### config.mk
export PLATFORM = sky130hd
export DESIGN_NAME = scis_top
export DESIGN_NICKNAME = d
export VERILOG_FILES = /design/src/rtl/scis_top.v
export VERILOG_INCLUDE_DIRS = /design/src /design/src/rtl
export SDC_FILE = /design/constraint.sdc
export NUM_CORES = 1
export LEC_CHECK = 0
export ABC_CLOCK_PERIOD_IN_PS = 2300
export BUFFER_PORTS_ARGS = -buffer_cell sky130_fd_sc_hd__buf_2
export CORE_ASPECT_RATIO = 1.2
export CORE_MARGIN = 2
export CORE_UTILIZATION = 48
export CTS_CLUSTER_SIZE = 14
export DETAILED_ROUTE_END_ITERATION = 8
export PLACE_DENSITY = 0.85
export REMOVE_ABC_BUFFERS = 1
export SYNTH_ARGS = -nofsm -noshare
export SYNTH_HDL_FRONTEND = slang
export SYNTH_SLANG_ARGS = --single-unit
### constraint.sdc
create_clock -name clk_i -period 2.3 [get_ports clk_i]
set_input_delay 0.23 -clock clk_i [delete_from_list [all_inputs] [get_ports clk_i]]
set_output_delay 0.23 -clock clk_i [all_outputs]
set_load 0.02 [all_outputs]
### src/rtl/scis_consts.vh
`ifndef SCIS_CONSTS_VH
`define SCIS_CONSTS_VH
// Contract
// - special-only receive mode sets receive pending only for special-condition characters
// - special interrupt waits until offending character is read, then locks receive FIFO
// - error-reset command unlocks receive FIFO so DMA resumes
// - transmit interrupts gated by transmit enable bit D1 of interrupt control
// - transmit pending sets on full-to-empty buffer edge, never by enabling alone
// - synchronous flag load after CRC sets transmit pending, not buffer-empty status
// - transmit pending clears on buffer write or reset-transmit-pending command
// - external/status enable D0 of interrupt control gates external/status pending; latches still work without it
// - source with enable 0 shows live status (zero count reads zero) and never interrupts
// - any enabled change closes all latches; pending holds while latches closed
// - reset-external/status command reopens the latches
// - six sources: break/abort, underrun/END_OF_MESSAGE, CTS, DCD, sync/hunt, zero count
// - async break sets on null with framing error, clears on one, keeps null
// - SDLC abort sets on seven ones, clears on zero, forces hunt
// - both break/abort edges close latches, even while already pending
// - underrun/END_OF_MESSAGE closes latches only when set, at CRC load, send-abort or entry to async mode; reset silent
// - underrun/END_OF_MESSAGE also sets on send-abort, reads set in async mode
// - CTS/DCD latch on both edges; odd transition count keeps latches closed
// - zero count sets at zero, clears on reload, live, forced low when disabled
// - async and external-sync: sync/hunt mirrors sync pin, both edges close latches
// - crystal enabled in async mode forces sync/hunt zero, never closing latches
// - other sync modes: sync/hunt shows hunt, set by command, cleared on sync

// register byte offsets
`define SCIS_OFF_CMD 8'h00
`define SCIS_OFF_ICTL 8'h04
`define SCIS_OFF_MICTL 8'h08
`define SCIS_OFF_XEN 8'h0c
`define SCIS_OFF_MODE 8'h10
`define SCIS_OFF_STAT 8'h14
`define SCIS_OFF_PEND 8'h18
`define SCIS_OFF_RXST 8'h1c

// command bits
`define SCIS_CMD_RST_XS 0
`define SCIS_CMD_ERR_RST 1
`define SCIS_CMD_RST_TXP 2
`define SCIS_CMD_RST_EOM 3
`define SCIS_CMD_ABORT 4
`define SCIS_CMD_HUNT 5

// interrupt control fields
`define SCIS_IC_XS 0
`define SCIS_IC_TX 1
`define SCIS_IC_RXM 4:3
`define SCIS_RXM_SPECIAL 2'h3
`define SCIS_MIC_MIE 3

// mode bits
`define SCIS_MD_ASYNC 0
`define SCIS_MD_SDLC 1
`define SCIS_MD_EXTSYNC 2
`define SCIS_MD_XTAL 3

// source indices
`define SCIS_SRC_BRK 0
`define SCIS_SRC_EOM 1
`define SCIS_SRC_CTS 2
`define SCIS_SRC_DCD 3
`define SCIS_SRC_SYNC 4
`define SCIS_SRC_ZC 5
`define SCIS_RISE_ONLY 6'h22
`define SCIS_PARITY_SRC 6'h0c
`define SCIS_LIVE_SRC 6'h20

`define SCIS_RST_BYTE 8'h00
`define SCIS_PIN_IDLE 3'h1
`define SCIS_ABORT_ONES 3'h7
`endif

### src/rtl/scis_top.v
// The Wishbone register port and the register offsets were chosen for this implementation.
`timescale 1ns/100ps
`include "scis_consts.vh"
module scis_top (
	input wire clk_i,
	input wire rst_i,
	input wire wb_cyc_i,
	input wire wb_stb_i,
	input wire wb_we_i,
	input wire [31:0] wb_adr_i,
	input wire [3:0] wb_sel_i,
	input wire [31:0] wb_dat_i,
	output wire [31:0] wb_dat_o,
	output wire wb_ack_o,
	input wire rx_pop_i,
	input wire rx_pop_special_i,
	input wire rx_char_i,
	input wire rx_char_null_i,
	input wire rx_frame_err_i,
	input wire rx_bit_valid_i,
	input wire rx_bit_i,
	input wire rx_sync_found_i,
	input wire tx_buf_full_i,
	input wire tx_buf_write_i,
	input wire tx_crc_load_i,
	input wire tx_flag_load_i,
	input wire baud_zero_i,
	input wire cts_n_i,
	input wire dcd_i,
	input wire sync_i,
	output wire rx_fifo_lock_o,
	output wire rx_keep_null_o,
	output wire rx_hunt_o,
	output wire int_req_o
);

	function hit;
		input [31:0] adr;
		input [7:0] off;
		begin
			hit = (adr[7:0] == off);
		end
	endfunction

	// bus slave
	reg ack_q;
	reg [31:0] dat_q;
	wire req = wb_cyc_i & wb_stb_i;
	// writes commit at the edge where the master samples ack
	wire wr_go = req & wb_we_i & ack_q & wb_sel_i[0];

	reg [7:0] ictl_q;
	reg [7:0] mictl_q;
	reg [5:0] xen_q;
	reg [3:0] mode_q;

	wire [5:0] cmd = (wr_go & hit(wb_adr_i, `SCIS_OFF_CMD)) ?
		wb_dat_i[5:0] : 6'h00;
	wire c_rst_xs = cmd[`SCIS_CMD_RST_XS];
	wire c_err_rst = cmd[`SCIS_CMD_ERR_RST];
	wire c_rst_txp = cmd[`SCIS_CMD_RST_TXP];
	wire c_rst_eom = cmd[`SCIS_CMD_RST_EOM];
	wire c_abort = cmd[`SCIS_CMD_ABORT];
	wire c_hunt = cmd[`SCIS_CMD_HUNT];

	wire m_async = mode_q[`SCIS_MD_ASYNC];
	wire m_sdlc = mode_q[`SCIS_MD_SDLC] & ~m_async;
	wire m_ext = mode_q[`SCIS_MD_EXTSYNC] & ~m_async;
	wire m_xtal = mode_q[`SCIS_MD_XTAL];

	always @(posedge clk_i)
	begin
		if (rst_i)
		begin
			ictl_q <= `SCIS_RST_BYTE;
			mictl_q <= `SCIS_RST_BYTE;
			xen_q <= 6'h00;
			mode_q <= 4'h0;
		end
		else if (wr_go)
		begin
			if (hit(wb_adr_i, `SCIS_OFF_ICTL))
				ictl_q <= wb_dat_i[7:0];
			if (hit(wb_adr_i, `SCIS_OFF_MICTL))
				mictl_q <= wb_dat_i[7:0];
			if (hit(wb_adr_i, `SCIS_OFF_XEN))
				xen_q <= wb_dat_i[5:0];
			if (hit(wb_adr_i, `SCIS_OFF_MODE))
				mode_q <= wb_dat_i[3:0];
		end
	end

	// pin synchronisers: three stages, a change counts when 2 and 3 agree
	wire [2:0] pin_raw = {sync_i, dcd_i, cts_n_i};
	// stages reset to the idle pin level, so no false edge follows reset
	localparam [2:0] pin_idle = `SCIS_PIN_IDLE;
	wire [2:0] pin_f;
	genvar gi;
	generate
		for (gi = 0; gi < 3; gi = gi + 1)
		begin : g_pin
			reg s1_q;
			reg s2_q;
			reg s3_q;
			reg f_q;
			always @(posedge clk_i)
			begin
				if (rst_i)
				begin
					s1_q <= pin_idle[gi];
					s2_q <= pin_idle[gi];
					s3_q <= pin_idle[gi];
					f_q <= pin_idle[gi];
				end
				else
				begin
					s1_q <= pin_raw[gi];
					s2_q <= s1_q;
					s3_q <= s2_q;
					if (s2_q == s3_q)
						f_q <= s3_q;
				end
			end
			assign pin_f[gi] = f_q;
		end
	endgenerate

	// break / abort detection
	reg brk_q;
	reg [2:0] ones_q;
	reg keep_null_q;
	reg hunt_q;
	wire abort_hit = m_sdlc & rx_bit_valid_i & rx_bit_i &
		(ones_q == `SCIS_ABORT_ONES - 3'h1);
	always @(posedge clk_i)
	begin
		if (rst_i)
		begin
			brk_q <= 1'b0;
			ones_q <= 3'h0;
			keep_null_q <= 1'b0;
		end
		else
		begin
			keep_null_q <= 1'b0;
			if (m_async)
			begin
				ones_q <= 3'h0;
				if (rx_char_i & rx_char_null_i & rx_frame_err_i)
					brk_q <= 1'b1;
				else if (brk_q & rx_bit_valid_i & rx_bit_i)
				begin
					brk_q <= 1'b0;
					// the receiver keeps exactly one null at break end
					keep_null_q <= 1'b1;
				end
			end
			else if (m_sdlc)
			begin
				if (rx_bit_valid_i)
				begin
					if (!rx_bit_i)
					begin
						ones_q <= 3'h0;
						brk_q <= 1'b0;
					end
					else if (ones_q != `SCIS_ABORT_ONES)
						ones_q <= ones_q + 3'h1;
				end
				if (abort_hit)
					brk_q <= 1'b1;
			end
			else
			begin
				// reads zero in the other synchronous modes
				ones_q <= 3'h0;
				brk_q <= 1'b0;
			end
		end
	end

	// hunt state for the synchronous modes
	always @(posedge clk_i)
	begin
		if (rst_i)
			hunt_q <= 1'b1;
		else if (c_hunt | abort_hit)
			hunt_q <= 1'b1;
		else if (rx_sync_found_i)
			hunt_q <= 1'b0;
	end

	// underrun / end of message
	reg eom_q;
	always @(posedge clk_i)
	begin
		if (rst_i)
			eom_q <= 1'b0;
		else if (tx_crc_load_i | c_abort)
			eom_q <= 1'b1;
		else if (c_rst_eom)
			eom_q <= 1'b0;
	end

	// live source vector
	wire eom_src = eom_q | m_async;
	wire cts_src = ~pin_f[0];
	wire dcd_src = pin_f[1];
	wire sync_src = m_async ? (pin_f[2] & ~m_xtal) :
		(m_ext ? pin_f[2] : hunt_q);
	wire zc_src = baud_zero_i & xen_q[`SCIS_SRC_ZC];
	wire [5:0] src = {zc_src, sync_src, dcd_src, cts_src, eom_src, brk_q};

	reg [5:0] src_q;
	reg [5:0] latch_q;
	reg closed_q;
	reg xs_ip_q;
	reg [5:0] latch_d;
	reg closed_d;

	wire [5:0] flip = src ^ src_q;
	// eom and zero count close only on their rising edge
	wire [5:0] ev = flip & (~`SCIS_RISE_ONLY | src);
	wire [5:0] chg = ev & xen_q;
	wire any_chg = |chg;
	wire brk_chg = chg[`SCIS_SRC_BRK];
	// odd transition count shows as latched value differing from live
	wire odd_keep = |(`SCIS_PARITY_SRC & xen_q & (latch_q ^ src));

	always @*
	begin
		latch_d = latch_q;
		closed_d = closed_q;
		if (!closed_q)
		begin
			if (any_chg)
			begin
				closed_d = 1'b1;
				latch_d = src;
			end
		end
		else if (c_rst_xs)
		begin
			if (any_chg)
				latch_d = src;
			else
				closed_d = odd_keep;
		end
		else if (brk_chg)
		begin
			// a break edge is recaptured while already pending
			latch_d[`SCIS_SRC_BRK] = src[`SCIS_SRC_BRK];
		end
	end

	always @(posedge clk_i)
	begin
		if (rst_i)
		begin
			src_q <= 6'h00;
			latch_q <= 6'h00;
			closed_q <= 1'b0;
			xs_ip_q <= 1'b0;
		end
		else
		begin
			src_q <= src;
			latch_q <= latch_d;
			closed_q <= closed_d;
			xs_ip_q <= closed_d & ictl_q[`SCIS_IC_XS];
		end
	end

	// status view: latched only where enabled, zero count always live
	wire [5:0] use_latch = xen_q & ~`SCIS_LIVE_SRC & {6{closed_q}};
	wire [5:0] view = (use_latch & latch_q) | (~use_latch & src);

	// transmit pending
	reg full_q;
	reg tx_ip_q;
	wire tx_empty_edge = full_q & ~tx_buf_full_i;
	wire tx_set = ictl_q[`SCIS_IC_TX] &
		(tx_empty_edge | (tx_flag_load_i & ~m_async));
	always @(posedge clk_i)
	begin
		if (rst_i)
		begin
			full_q <= 1'b0;
			tx_ip_q <= 1'b0;
		end
		else
		begin
			full_q <= tx_buf_full_i;
			// set wins over a coincident clear
			if (tx_set)
				tx_ip_q <= 1'b1;
			else if (tx_buf_write_i | c_rst_txp)
				tx_ip_q <= 1'b0;
		end
	end

	// receive special-condition-only mode
	reg rx_ip_q;
	reg lock_q;
	wire rx_special_mode = (ictl_q[`SCIS_IC_RXM] == `SCIS_RXM_SPECIAL);
	// raised only after the offending character has left the fifo top
	wire rx_set = rx_special_mode & rx_pop_i & rx_pop_special_i;
	always @(posedge clk_i)
	begin
		if (rst_i)
		begin
			rx_ip_q <= 1'b0;
			lock_q <= 1'b0;
		end
		else if (rx_set)
		begin
			rx_ip_q <= 1'b1;
			lock_q <= 1'b1;
		end
		else if (c_err_rst)
		begin
			rx_ip_q <= 1'b0;
			lock_q <= 1'b0;
		end
	end

	// outputs
	reg int_q;
	always @(posedge clk_i)
	begin
		if (rst_i)
			int_q <= 1'b0;
		else
			int_q <= mictl_q[`SCIS_MIC_MIE] & (xs_ip_q | tx_ip_q | rx_ip_q);
	end

	// bus read mux; unmapped offsets read zero and are still acknowledged
	reg [31:0] rd_mux;
	always @*
	begin
		rd_mux = 32'h00000000;
		if (hit(wb_adr_i, `SCIS_OFF_ICTL))
			rd_mux[7:0] = ictl_q;
		if (hit(wb_adr_i, `SCIS_OFF_MICTL))
			rd_mux[7:0] = mictl_q;
		if (hit(wb_adr_i, `SCIS_OFF_XEN))
			rd_mux[5:0] = xen_q;
		if (hit(wb_adr_i, `SCIS_OFF_MODE))
			rd_mux[3:0] = mode_q;
		if (hit(wb_adr_i, `SCIS_OFF_STAT))
			rd_mux[6:0] = {view, ~tx_buf_full_i};
		if (hit(wb_adr_i, `SCIS_OFF_PEND))
			rd_mux[2:0] = {rx_ip_q, tx_ip_q, xs_ip_q};
		if (hit(wb_adr_i, `SCIS_OFF_RXST))
			rd_mux[0] = lock_q;
	end

	always @(posedge clk_i)
	begin
		if (rst_i)
		begin
			ack_q <= 1'b0;
			dat_q <= 32'h00000000;
		end
		else
		begin
			ack_q <= req & ~ack_q;
			// read data stands only in the ack cycle
			if (req & ~ack_q & ~wb_we_i)
				dat_q <= rd_mux;
			else
				dat_q <= 32'h00000000;
		end
	end

	assign wb_ack_o = ack_q;
	assign wb_dat_o = dat_q;
	assign rx_fifo_lock_o = lock_q;
	assign rx_keep_null_o = keep_null_q;
	assign rx_hunt_o = hunt_q;
	assign int_req_o = int_q;

endmodule

== After elaboration in Yosys (flattened, before gate mapping) ==
Index checks and enable logic that the tools add are counted.

* Flip-flop bits (word level): 96
* Input bits: 89
* Logic and storage cells: 154

* Reduce and logical (&&, ||, !) cells: 16
* Add/subtract/negate cells: 1
* Bitwise operators: 50
* Muxes and demuxes: 35
* Eq/ne operators: 19

{| class="wikitable"
|+ Operators with widths
! cell !! number
|-
| $eq A8 B5 Y1 const B || 4
|-
| $and A1 B1 Y1 || 25
|-
| $and A6 B6 Y6 || 4
|-
| $mux W6 || 4
|-
| $mux W1 || 23
|-
| $eq A8 B4 Y1 const B || 2
|-
| $mux W8 || 2
|-
| $reduce_or A6 Y1 || 2
|-
| $xor A6 B6 Y6 || 2
|-
| $reduce_and A2 Y1 || 5
|-
| $mux W3 || 3
|-
| $eq A8 B3 Y1 const B || 1
|-
| $logic_not A8 Y1 || 1
|-
| $ne A4 B3 Y1 const B || 2
|-
| $not A1 Y1 || 8
|-
| $mux W7 || 1
|-
| $or A1 B1 Y1 || 7
|-
| $and A4 B6 Y6 || 1
|-
| $and A5 B6 Y6 || 1
|-
| $not A6 Y6 || 1
|-
| $or A6 B6 Y6 || 1
|-
| $reduce_bool A2 Y1 || 3
|-
| $reduce_or A3 Y1 || 2
|-
| $mux W5 || 1
|-
| other kinds (12) || 15
|}

== Depth between registers and ports, before layout ==
Gate-level depths: netlist of run 1.

* Depth in word-level cells: 12
* Mapped depth: 7
* Gate-level depth less buffers: 7

== Least setup slack after synthesis of run 1 ==
OpenSTA, ideal clock, no wires.

* Path type: input to register
* From: input port wb_adr_i[7]
* To: register latch_q[1]
* Data required time: 2.177 ns
* Buffers on the path: 1
* Path slack: 0.339 ns
* Setup time: 0.123 ns
* Stages on the path: 6
* Arrival time: 1.838 ns
* Cells stage by stage: or3_4 > or4_4 > buf_6 > o21ai_4 > o21ai_2 > mux2_1

* Longest elaborated chain between the ends: 4

{| class="wikitable"
|+ RTL lines
! item !! line !! text
|-
| from (decl) || scis_top.v:10 || <nowiki>input wire [31:0] wb_adr_i,</nowiki>
|-
| $logic_not A8 Y1 || scis_top.v:41 || <nowiki>hit = (adr[7:0] == off);</nowiki>
|-
| $and A1 B1 Y1 || scis_top.v:57 || <nowiki>wire [5:0] cmd = (wr_go & hit(wb_adr_i, `SCIS_OFF_CMD)) ?</nowiki>
|-
| $mux W6 || scis_top.v:57 ||
|-
| $ne A2 B2 Y1 (no line) || n/a ||
|-
| to (signal assigned) || scis_top.v:268 || <nowiki>latch_q <= latch_d;</nowiki>
|-
| to (decl) || scis_top.v:215 || <nowiki>reg [5:0] latch_q;</nowiki>
|}

Every way passes these cells.
A chain may end at the register's enable or synchronous reset.

== Worst setup path in the final report of run 1 ==
* From: register ack_q, in the netlist wb_ack_o
* To: register latch_q[2]

* Longest elaborated chain between the ends: 5

{| class="wikitable"
|+ RTL lines
! item !! line !! text
|-
| from (decl) || scis_top.v:46 || <nowiki>reg ack_q;</nowiki>
|-
| from (signal assigned) || scis_top.v:367 || <nowiki>ack_q <= req & ~ack_q;</nowiki>
|-
| $and A1 B1 Y1 (2 in a row) || scis_top.v:50 || <nowiki>wire wr_go = req & wb_we_i & ack_q & wb_sel_i[0];</nowiki>
|-
| $and A1 B1 Y1 || scis_top.v:57 ||
|-
| $mux W6 || scis_top.v:57 ||
|-
| $ne A2 B2 Y1 (no line) || n/a ||
|}

Every way passes these cells.

==> metrics.yaml, run 1 <==
num_rows: 33
drt_iter0_markers: 275
syn2layout_area_growth_pct: 12.6
drive_gt1_frac: 0.208
cp-start-kind: "flip-flop"
clock-root-buffer: "clkbuf_8"
placed_area_um2: 3540
ios: 126
hp-class: "input pin to flip-flop"
fin_total_pwr_uw: 2300
ys_seq_elements: 71
regToRegSetupSlack_ns: 0.38
overflow: 0
timing.slew.headroom: 0.589
crit_fanout: 16
avgSynthCellArea_um2: 8.67
grt_first_pass_wirelength_mm: 11.8
syn-cell-area_um2: 3300
dieHeight_um: 94.8
final_max_slew_viol_count: 0
cts_hold_buf: 0
cts_buffer_depth: 2
pre_cts_slack_ns: 0.0999
synth_cell_type_count: 46
drtAntennaViolNets: 0
cts_made_buffers: 9
cp.arrival_ns: 2.15
synth-main-ff-cell: "dfxtp_1"
portBuffers: 50
via_count: 2804
synth_top_area_cell: "dfxtp_1"
utilization: 0.551
grt.total_usage: 0.202
drc: 0
synth_edf_count: 0
ir_drop_v: 0.000278
routed_wl_mm: 7.34
setup-tns-final_ns: 0
fin_ws_ns: 0.384
rsz0062_at_grt: "no"
whs_endpoint: "g_pin[0].s1_q$_SDFF_PP1_"
worst_pin_slew_ns: 0.616
synth-seq-area-share: 0.431
globalplace.congestion: 0.863
drtPass1Iterations: 4
maxCapViolCount: 0
critPathCaptureType: "flip-flop"
cpMaxStageDelayCell: "or4_4"
cpLargestDelayFamily: "simple AND/OR/NAND/NOR gates"
timing.rr.start: "wb_ack_o$_SDFF_PP0_"
period_needed_ns: 1.92
power_density_nw_per_um2: 620
status: "complete, no violations"
coreArea_um2: 6730
holdPathStages: 2
slowest_delay_ns: 0.64
start_util: 0.490
worstSetupPathType: "flip-flop to flip-flop"
dpl.hpwl_mm: 5.28
vias_per_cell: 5.39
finalNetCount: 520
yosys_warnings: 0
rr_worst_depth: 5
path_clk_slew_ns: 0.08
htreeDepth: 3
num_antenna_cells: 0
cp-startpoint: "wb_ack_o$_SDFF_PP0_"
die-area_um2: 7550
grt_pass1_vias: 2575
fmax_mhz: 522
cp_cell_sequence: "nand3_1 -> or4_4 -> o21ai_4 -> o21ai_2 -> mux2_1"
r2r_end: "latch_q[2]$_SDFFE_PP0P_"
antenna_found_initial: 0
synthTopCellsByArea: "dfxtp_1 43%, mux2i_1 5.5%, buf_4 5.5%"
fin_crit_sh: 0.833
hold_start: "cts_n_i"
post_cts_resized: 0
clk_latency_ns: 0.35
cts_setup_buffers: 0
setup_viol: 0
stdcell_area_um2: 3710
syn_inst: 380
worst-path-buf-inv: 0
cts_tree: "done"
numClockSinks: 71
grt_max_degree: 62
die_x_um: 79.6
hold_violations: 0
netlist.area_leader.share: 0.431
wire_per_inst_um: 14.1
required_ns: 2.53
p_leak_uw: 0.00155
postSynth.asyncResetShare: 0
skew_ns: 0.00858
[synth_stat cells, types with 2 or more instances]
cell	n
a22oi_1	5
a21oi_1	32
a211oi_1	3
nor3b_1	4
or2_2	5
or3_1	2
mux2_1	4
dfxtp_1	71
mux2i_1	18
buf_1	2
inv_1	5
nor3_1	13
buf_4	24
mux2_2	5
nand3_1	7
o21ai_0	21
and2_1	2
nor2_1	32
a311oi_1	3
xor2_1	4
o22ai_1	4
clkbuf_1	17
xnor2_1	3
ha_1	3
nand4_1	3
nor2b_1	19
nand3b_1	5
nand2b_1	5
nand2_1	39
a221oi_1	4
[state kept, by name, indices dropped and copies added (netlist names), 2 cells and up]
signal	flops
xen_q	6
mode_q	4
mictl_q	8
wb_dat_o	8
ones_q	3
g_pin.s3_q	3
latch_q	5
g_pin.s2_q	3
src_q	6
ictl_q	8
g_pin.s1_q	3
g_pin.f_q	2
[how the worst max path moves through the flow]
stage	to	slack, ns	depth (start not counted)
global route	latch_q[4]$_SDFFE_PP0P_	0.32	5
CTS	latch_q[2]$_SDFFE_PP0P_	0.38	5
floorplan	latch_q[1]$_SDFFE_PP0P_	0.35	5
global placement	latch_q[4]$_SDFFE_PP0P_	0.13	6
detailed placement	latch_q[2]$_SDFFE_PP0P_	0.1	6
finish	latch_q[2]$_SDFFE_PP0P_	0.38	5
[per-stage QoR]
stage          std cells  hold WS, ns
6_report             520       0.0548
5_1_grt              520       0.0419
4_1_cts              520       0.0459
3_5_place_dp         504        0.394
3_3_place_gp         504        0.392
2_1_floorplan        359        0.299
[power by group]
| part | leakage, uW | switching (uW) | internal (uW) |
|---|---|---|---|
| registers | 0.000575 | 6.26 | 1240 |
| logic | 0.000894 | 121 | 55.8 |
| clock network | 0.0000776 | 486 | 389 |
| total | 0.00155 | 613 | 1690 |
[layout by cell type (no fill, tap or decap), drive strengths merged, types with 6 or more instances in the layout]
| cell type | netlist | layout |
|---|---|---|
| o21ai | 23 | 23 |
| nand3 | 7 | 7 |
| a21oi | 32 | 32 |
| clkbuf | 17 | 9 |
| inv | 5 | 6 |
| dfxtp | 71 | 71 |
| nor3 | 13 | 13 |
| nor2b | 19 | 19 |
| buf | 27 | 58 |
| mux2 | 9 | 9 |
| mux2i | 18 | 18 |
| conb | 1 | 24 |
| nor2 | 33 | 33 |
| nand2 | 39 | 39 |
[logic make-up (layout without fill, tap and decap cells)]
family	count (synthesis)	count (layout)	share of synthesized area
flip-flops	71	71	0.431
adder cells (fa/ha/maj)	3	3	0.0114
buffers and inverters	49	79	0.0854
AND/OR/NAND/NOR	143	143	0.221
AO/OA/AOI/OAI	79	79	0.145
other	1	24	0.00114
multiplexers	27	27	0.0854
XOR/XNOR	7	7	0.0186
[layout make-up]
class	count	area (um2)
Clock inverter	7	48.8
Fill cell	622	3020
Tap cell	87	109
Timing Repair Buffer	58	310
Inverter	5	18.8
Sequential cell	71	1420
Clock buffer	9	124
Multi-Input combinational cell	283	1680
[per-layer routing]
layer	global-route usage	wire, um
met4	0.105	220
met1	0.243	3010
met3	0.0402	453
met2	0.339	3650
met5	0	0
Note: power is estimated with default switching activity, not from simulation.
==> run 2, diff against run 1 <==
Settings changed: ABC_CLOCK_PERIOD_IN_PS 2300 to 1700, CORE_UTILIZATION 48 to 44, PLACE_DENSITY 0.85 to 0.82.
Clock period 2.3 ns to 1.7 ns, I/O delays scaled along.
==> run 2 against run 1 <==
Against the previous run:
- the run now ends with negative setup slack left
- worst hold slack got worse by 0.030 ns
- largest cell class unchanged
- clock power up 71%
- setup slack got worse by 0.50 ns
- combinational power grew 60%
- register-to-register slack worse by 0.50 ns
- maximum frequency increased by 5.6%
- via count is 9.3% higher
- wire length increased by 22%
- critical endpoint unchanged
- first-iteration DRC count grew 14%
- sequential share of layout area is 4.5 points lower
==> metrics.yaml, run 2 (synthesis results as in run 1) <==
fin_crit_sh: 1.07  # +0.235
cp.arrival_ns: 2.05  # -0.10 ns
cpLargestDelayFamily: "simple AND/OR/NAND/NOR gates"
rsz0062_at_grt: "yes"
rr_worst_depth: 6  # +1
slowest_delay_ns: 0.59  # -0.05 ns
period_needed_ns: 1.82  # -0.101 ns
worst_pin_slew_ns: 0.662  # +0.0454 ns
cts_tree: "done"
cp-start-kind: "flip-flop"
path_clk_slew_ns: 0.07  # about the same
grt_max_degree: 62  # unchanged
layout_common_cells: "68 x dfxtp_1, 51 x buf_2, 37 x buf_4, 34 x nand2_1, 30 x nor2_1"
setup_viol: 14  # +14
ios: 126  # unchanged
maxCapViolCount: 0  # unchanged
drtPass1Iterations: 4  # unchanged
worst-path-buf-inv: 1  # +1
layout.cells.non_filler: 560  # +7.7%
path_depth: 6  # +1
cp-startpoint: "wb_ack_o$_SDFF_PP0_"
holdWs_ns: 0.0246  # -0.0301 ns
timing.slew.headroom: 0.559  # -0.0303
dp_cells: 537  # +6.5%
drc: 0  # unchanged
cts_buffer_depth: 2  # unchanged
drt_iter0_markers: 314  # +14%
r2r_end: "latch_q[2]$_SDFFE_PP0P_"
num_antenna_cells: 0  # unchanged
num_rows: 34  # +3.0%
critPathCaptureType: "flip-flop"
regArea_um2: 1430  # +0.26%
dieHeight_um: 98.8  # +4.3%
cts_made_buffers: 9  # unchanged
cpMaxStageDelayCell: "or4_4"
fin_total_pwr_uw: 3470  # +51%
routed_wl_mm: 8.98  # +22%
vias_per_cell: 5.48  # +1.5%
wire_per_inst_um: 16.0  # +14%
grt_first_pass_wirelength_mm: 13.6  # +16%
fmax_mhz: 551  # +5.6%
violations: "negative setup slack"
htreeDepth: 3  # unchanged
drive_gt1_frac: 0.328  # +0.120
dpl.hpwl_mm: 5.89  # +12%
hp-class: "input pin to flip-flop"
cp-endpoint: "latch_q[2]$_SDFFE_PP0P_"
globalplace.congestion: 0.897  # +3.9%
start_util: 0.453  # -0.0366
via_count: 3066  # +9.3%
hold_violations: 0  # unchanged
grt.total_usage: 0.210  # +0.00827
grt_pass1_vias: 2900  # +13%
finalNetCount: 557  # +7.1%
clk_latency_ns: 0.35  # about the same
skew_ns: 0.00889  # +0.000306 ns
numClockSinks: 71  # unchanged
fin_ws_ns: -0.115  # -0.499 ns
syn2layout_area_growth_pct: 28.0
final_max_slew_viol_count: 0  # unchanged
worstSetupPathType: "flip-flop to flip-flop"
portBuffers: 50  # unchanged
crit_fanout: 3  # -13
multiInputGateArea_um2: 1830  # +8.7%
antenna_found_initial: 0  # unchanged
cp_cell_sequence: "nand3_2 -> or4_4 -> o21ai_4 -> o21ai_2 -> buf_6 -> mux2_4"
final_common_cell: "dfxtp_1"
die-area_um2: 8200  # +8.7%
power_density_nw_per_um2: 823  # +33%
required_ns: 1.94  # -0.59 ns
overflow: 0  # unchanged
clock-root-buffer: "clkbuf_8"
status: "complete, but fails checks"
drtAntennaViolNets: 0  # unchanged
n_fill_cell: 601  # -3.4%
timing.rr.start: "wb_ack_o$_SDFF_PP0_"
p_leak_uw: 0.00183  # +18%
coreArea_um2: 7270  # +8.1%
regToRegSetupSlack_ns: -0.12  # -0.50 ns
ir_drop_v: 0.000411  # +48%
die_x_um: 83.0  # +4.2%
-- run 2: cell types whose count changed in the layout (fill, tap and decap cells not counted), sizes merged --
cell | previous run | this run
clkinvlp | 4 | 1
bufinv | 0 | 2
clkbuf | 9 | 11
dlygate4sd3 | 0 | 2
buf | 58 | 93
inv | 6 | 5
-- run 2: final cells by class --
cell class	count	area share
multi-input combinational	283	0.433
sequential	71	0.338
timing repair buffer	95	0.145
clock buffer	11	0.0335
tap	90	0.0267
clock inverter	5	0.0193
inverter	5	0.00445
-- run 2: worst min-delay path by stage --
stage	start	endpoint	slack [ns]	depth (start not counted)
finish	dcd_i	g_pin[1].s1_q$_SDFF_PP0_	0.02	2
global route	sync_i	g_pin[2].s1_q$_SDFF_PP0_	0.03	2
CTS	dcd_i	g_pin[1].s1_q$_SDFF_PP0_	0.004	2
detailed placement	cts_n_i	g_pin[0].s1_q$_SDFF_PP1_	0.35	2
global placement	cts_n_i	g_pin[0].s1_q$_SDFF_PP1_	0.36	2
floorplan	rst_i	brk_q$_SDFFE_PP0P_	0.24	1
-- run 2: stage by stage --
step                      instance area [um2]  setup slack, ns  TNS (ns)   util
after CTS                                4080          -0.0467    -0.161  0.561
after global routing                     4220           -0.161     -2.06  0.580
after detailed placement                 3770           -0.284     -7.28  0.518
after floorplan                          3120           -0.194     -1.06      -
final                                    4220           -0.115    -0.775  0.580
after global placement                   3770           -0.233     -6.34  0.518
-- run 2: repair_timing --
| action | in CTS | in global routing |
|---|---|---|
| resized for setup | 13 | 40 |
| endpoints found under the hold margin | 2 | 0 |
| pin swaps | 4 | 17 |
| setup endpoints to repair | 27 | 30 |
| setup buffers | 3 | 2 |
| hold buffers | 2 | 0 |
-- run 2: power by group --
part	internal [uW]	total, uW	switching [uW]
sequential	1680	1690	8.62
combinational	95.9	284	188
clock	866	1500	632
-- run 2: worst register-to-register path, delay by kind of cell, from the launching register on --
family,cells,cell delay [ns]
AOI/OAI and AO/OA,2,0.26
and+or+nand+nor,2,0.67
DFF,1,0.36
buffers and inverters,1,0.14
muxes,1,0.29
-- run 2: routing by layer --
| layer | vias up | GRT usage | wire length, um | part of all wire |
|---|---|---|---|---|
| met1 | 1433 | 0.231 | 3330 | 0.37 |
| met2 | 153 | 0.359 | 4640 | 0.52 |
| met5 | - | 0 | 0 | 0 |
| met3 | 43 | 0.0578 | 600 | 0.067 |
| met4 | 0 | 0.131 | 411 | 0.046 |
| li1 | 1437 | - | - | - |
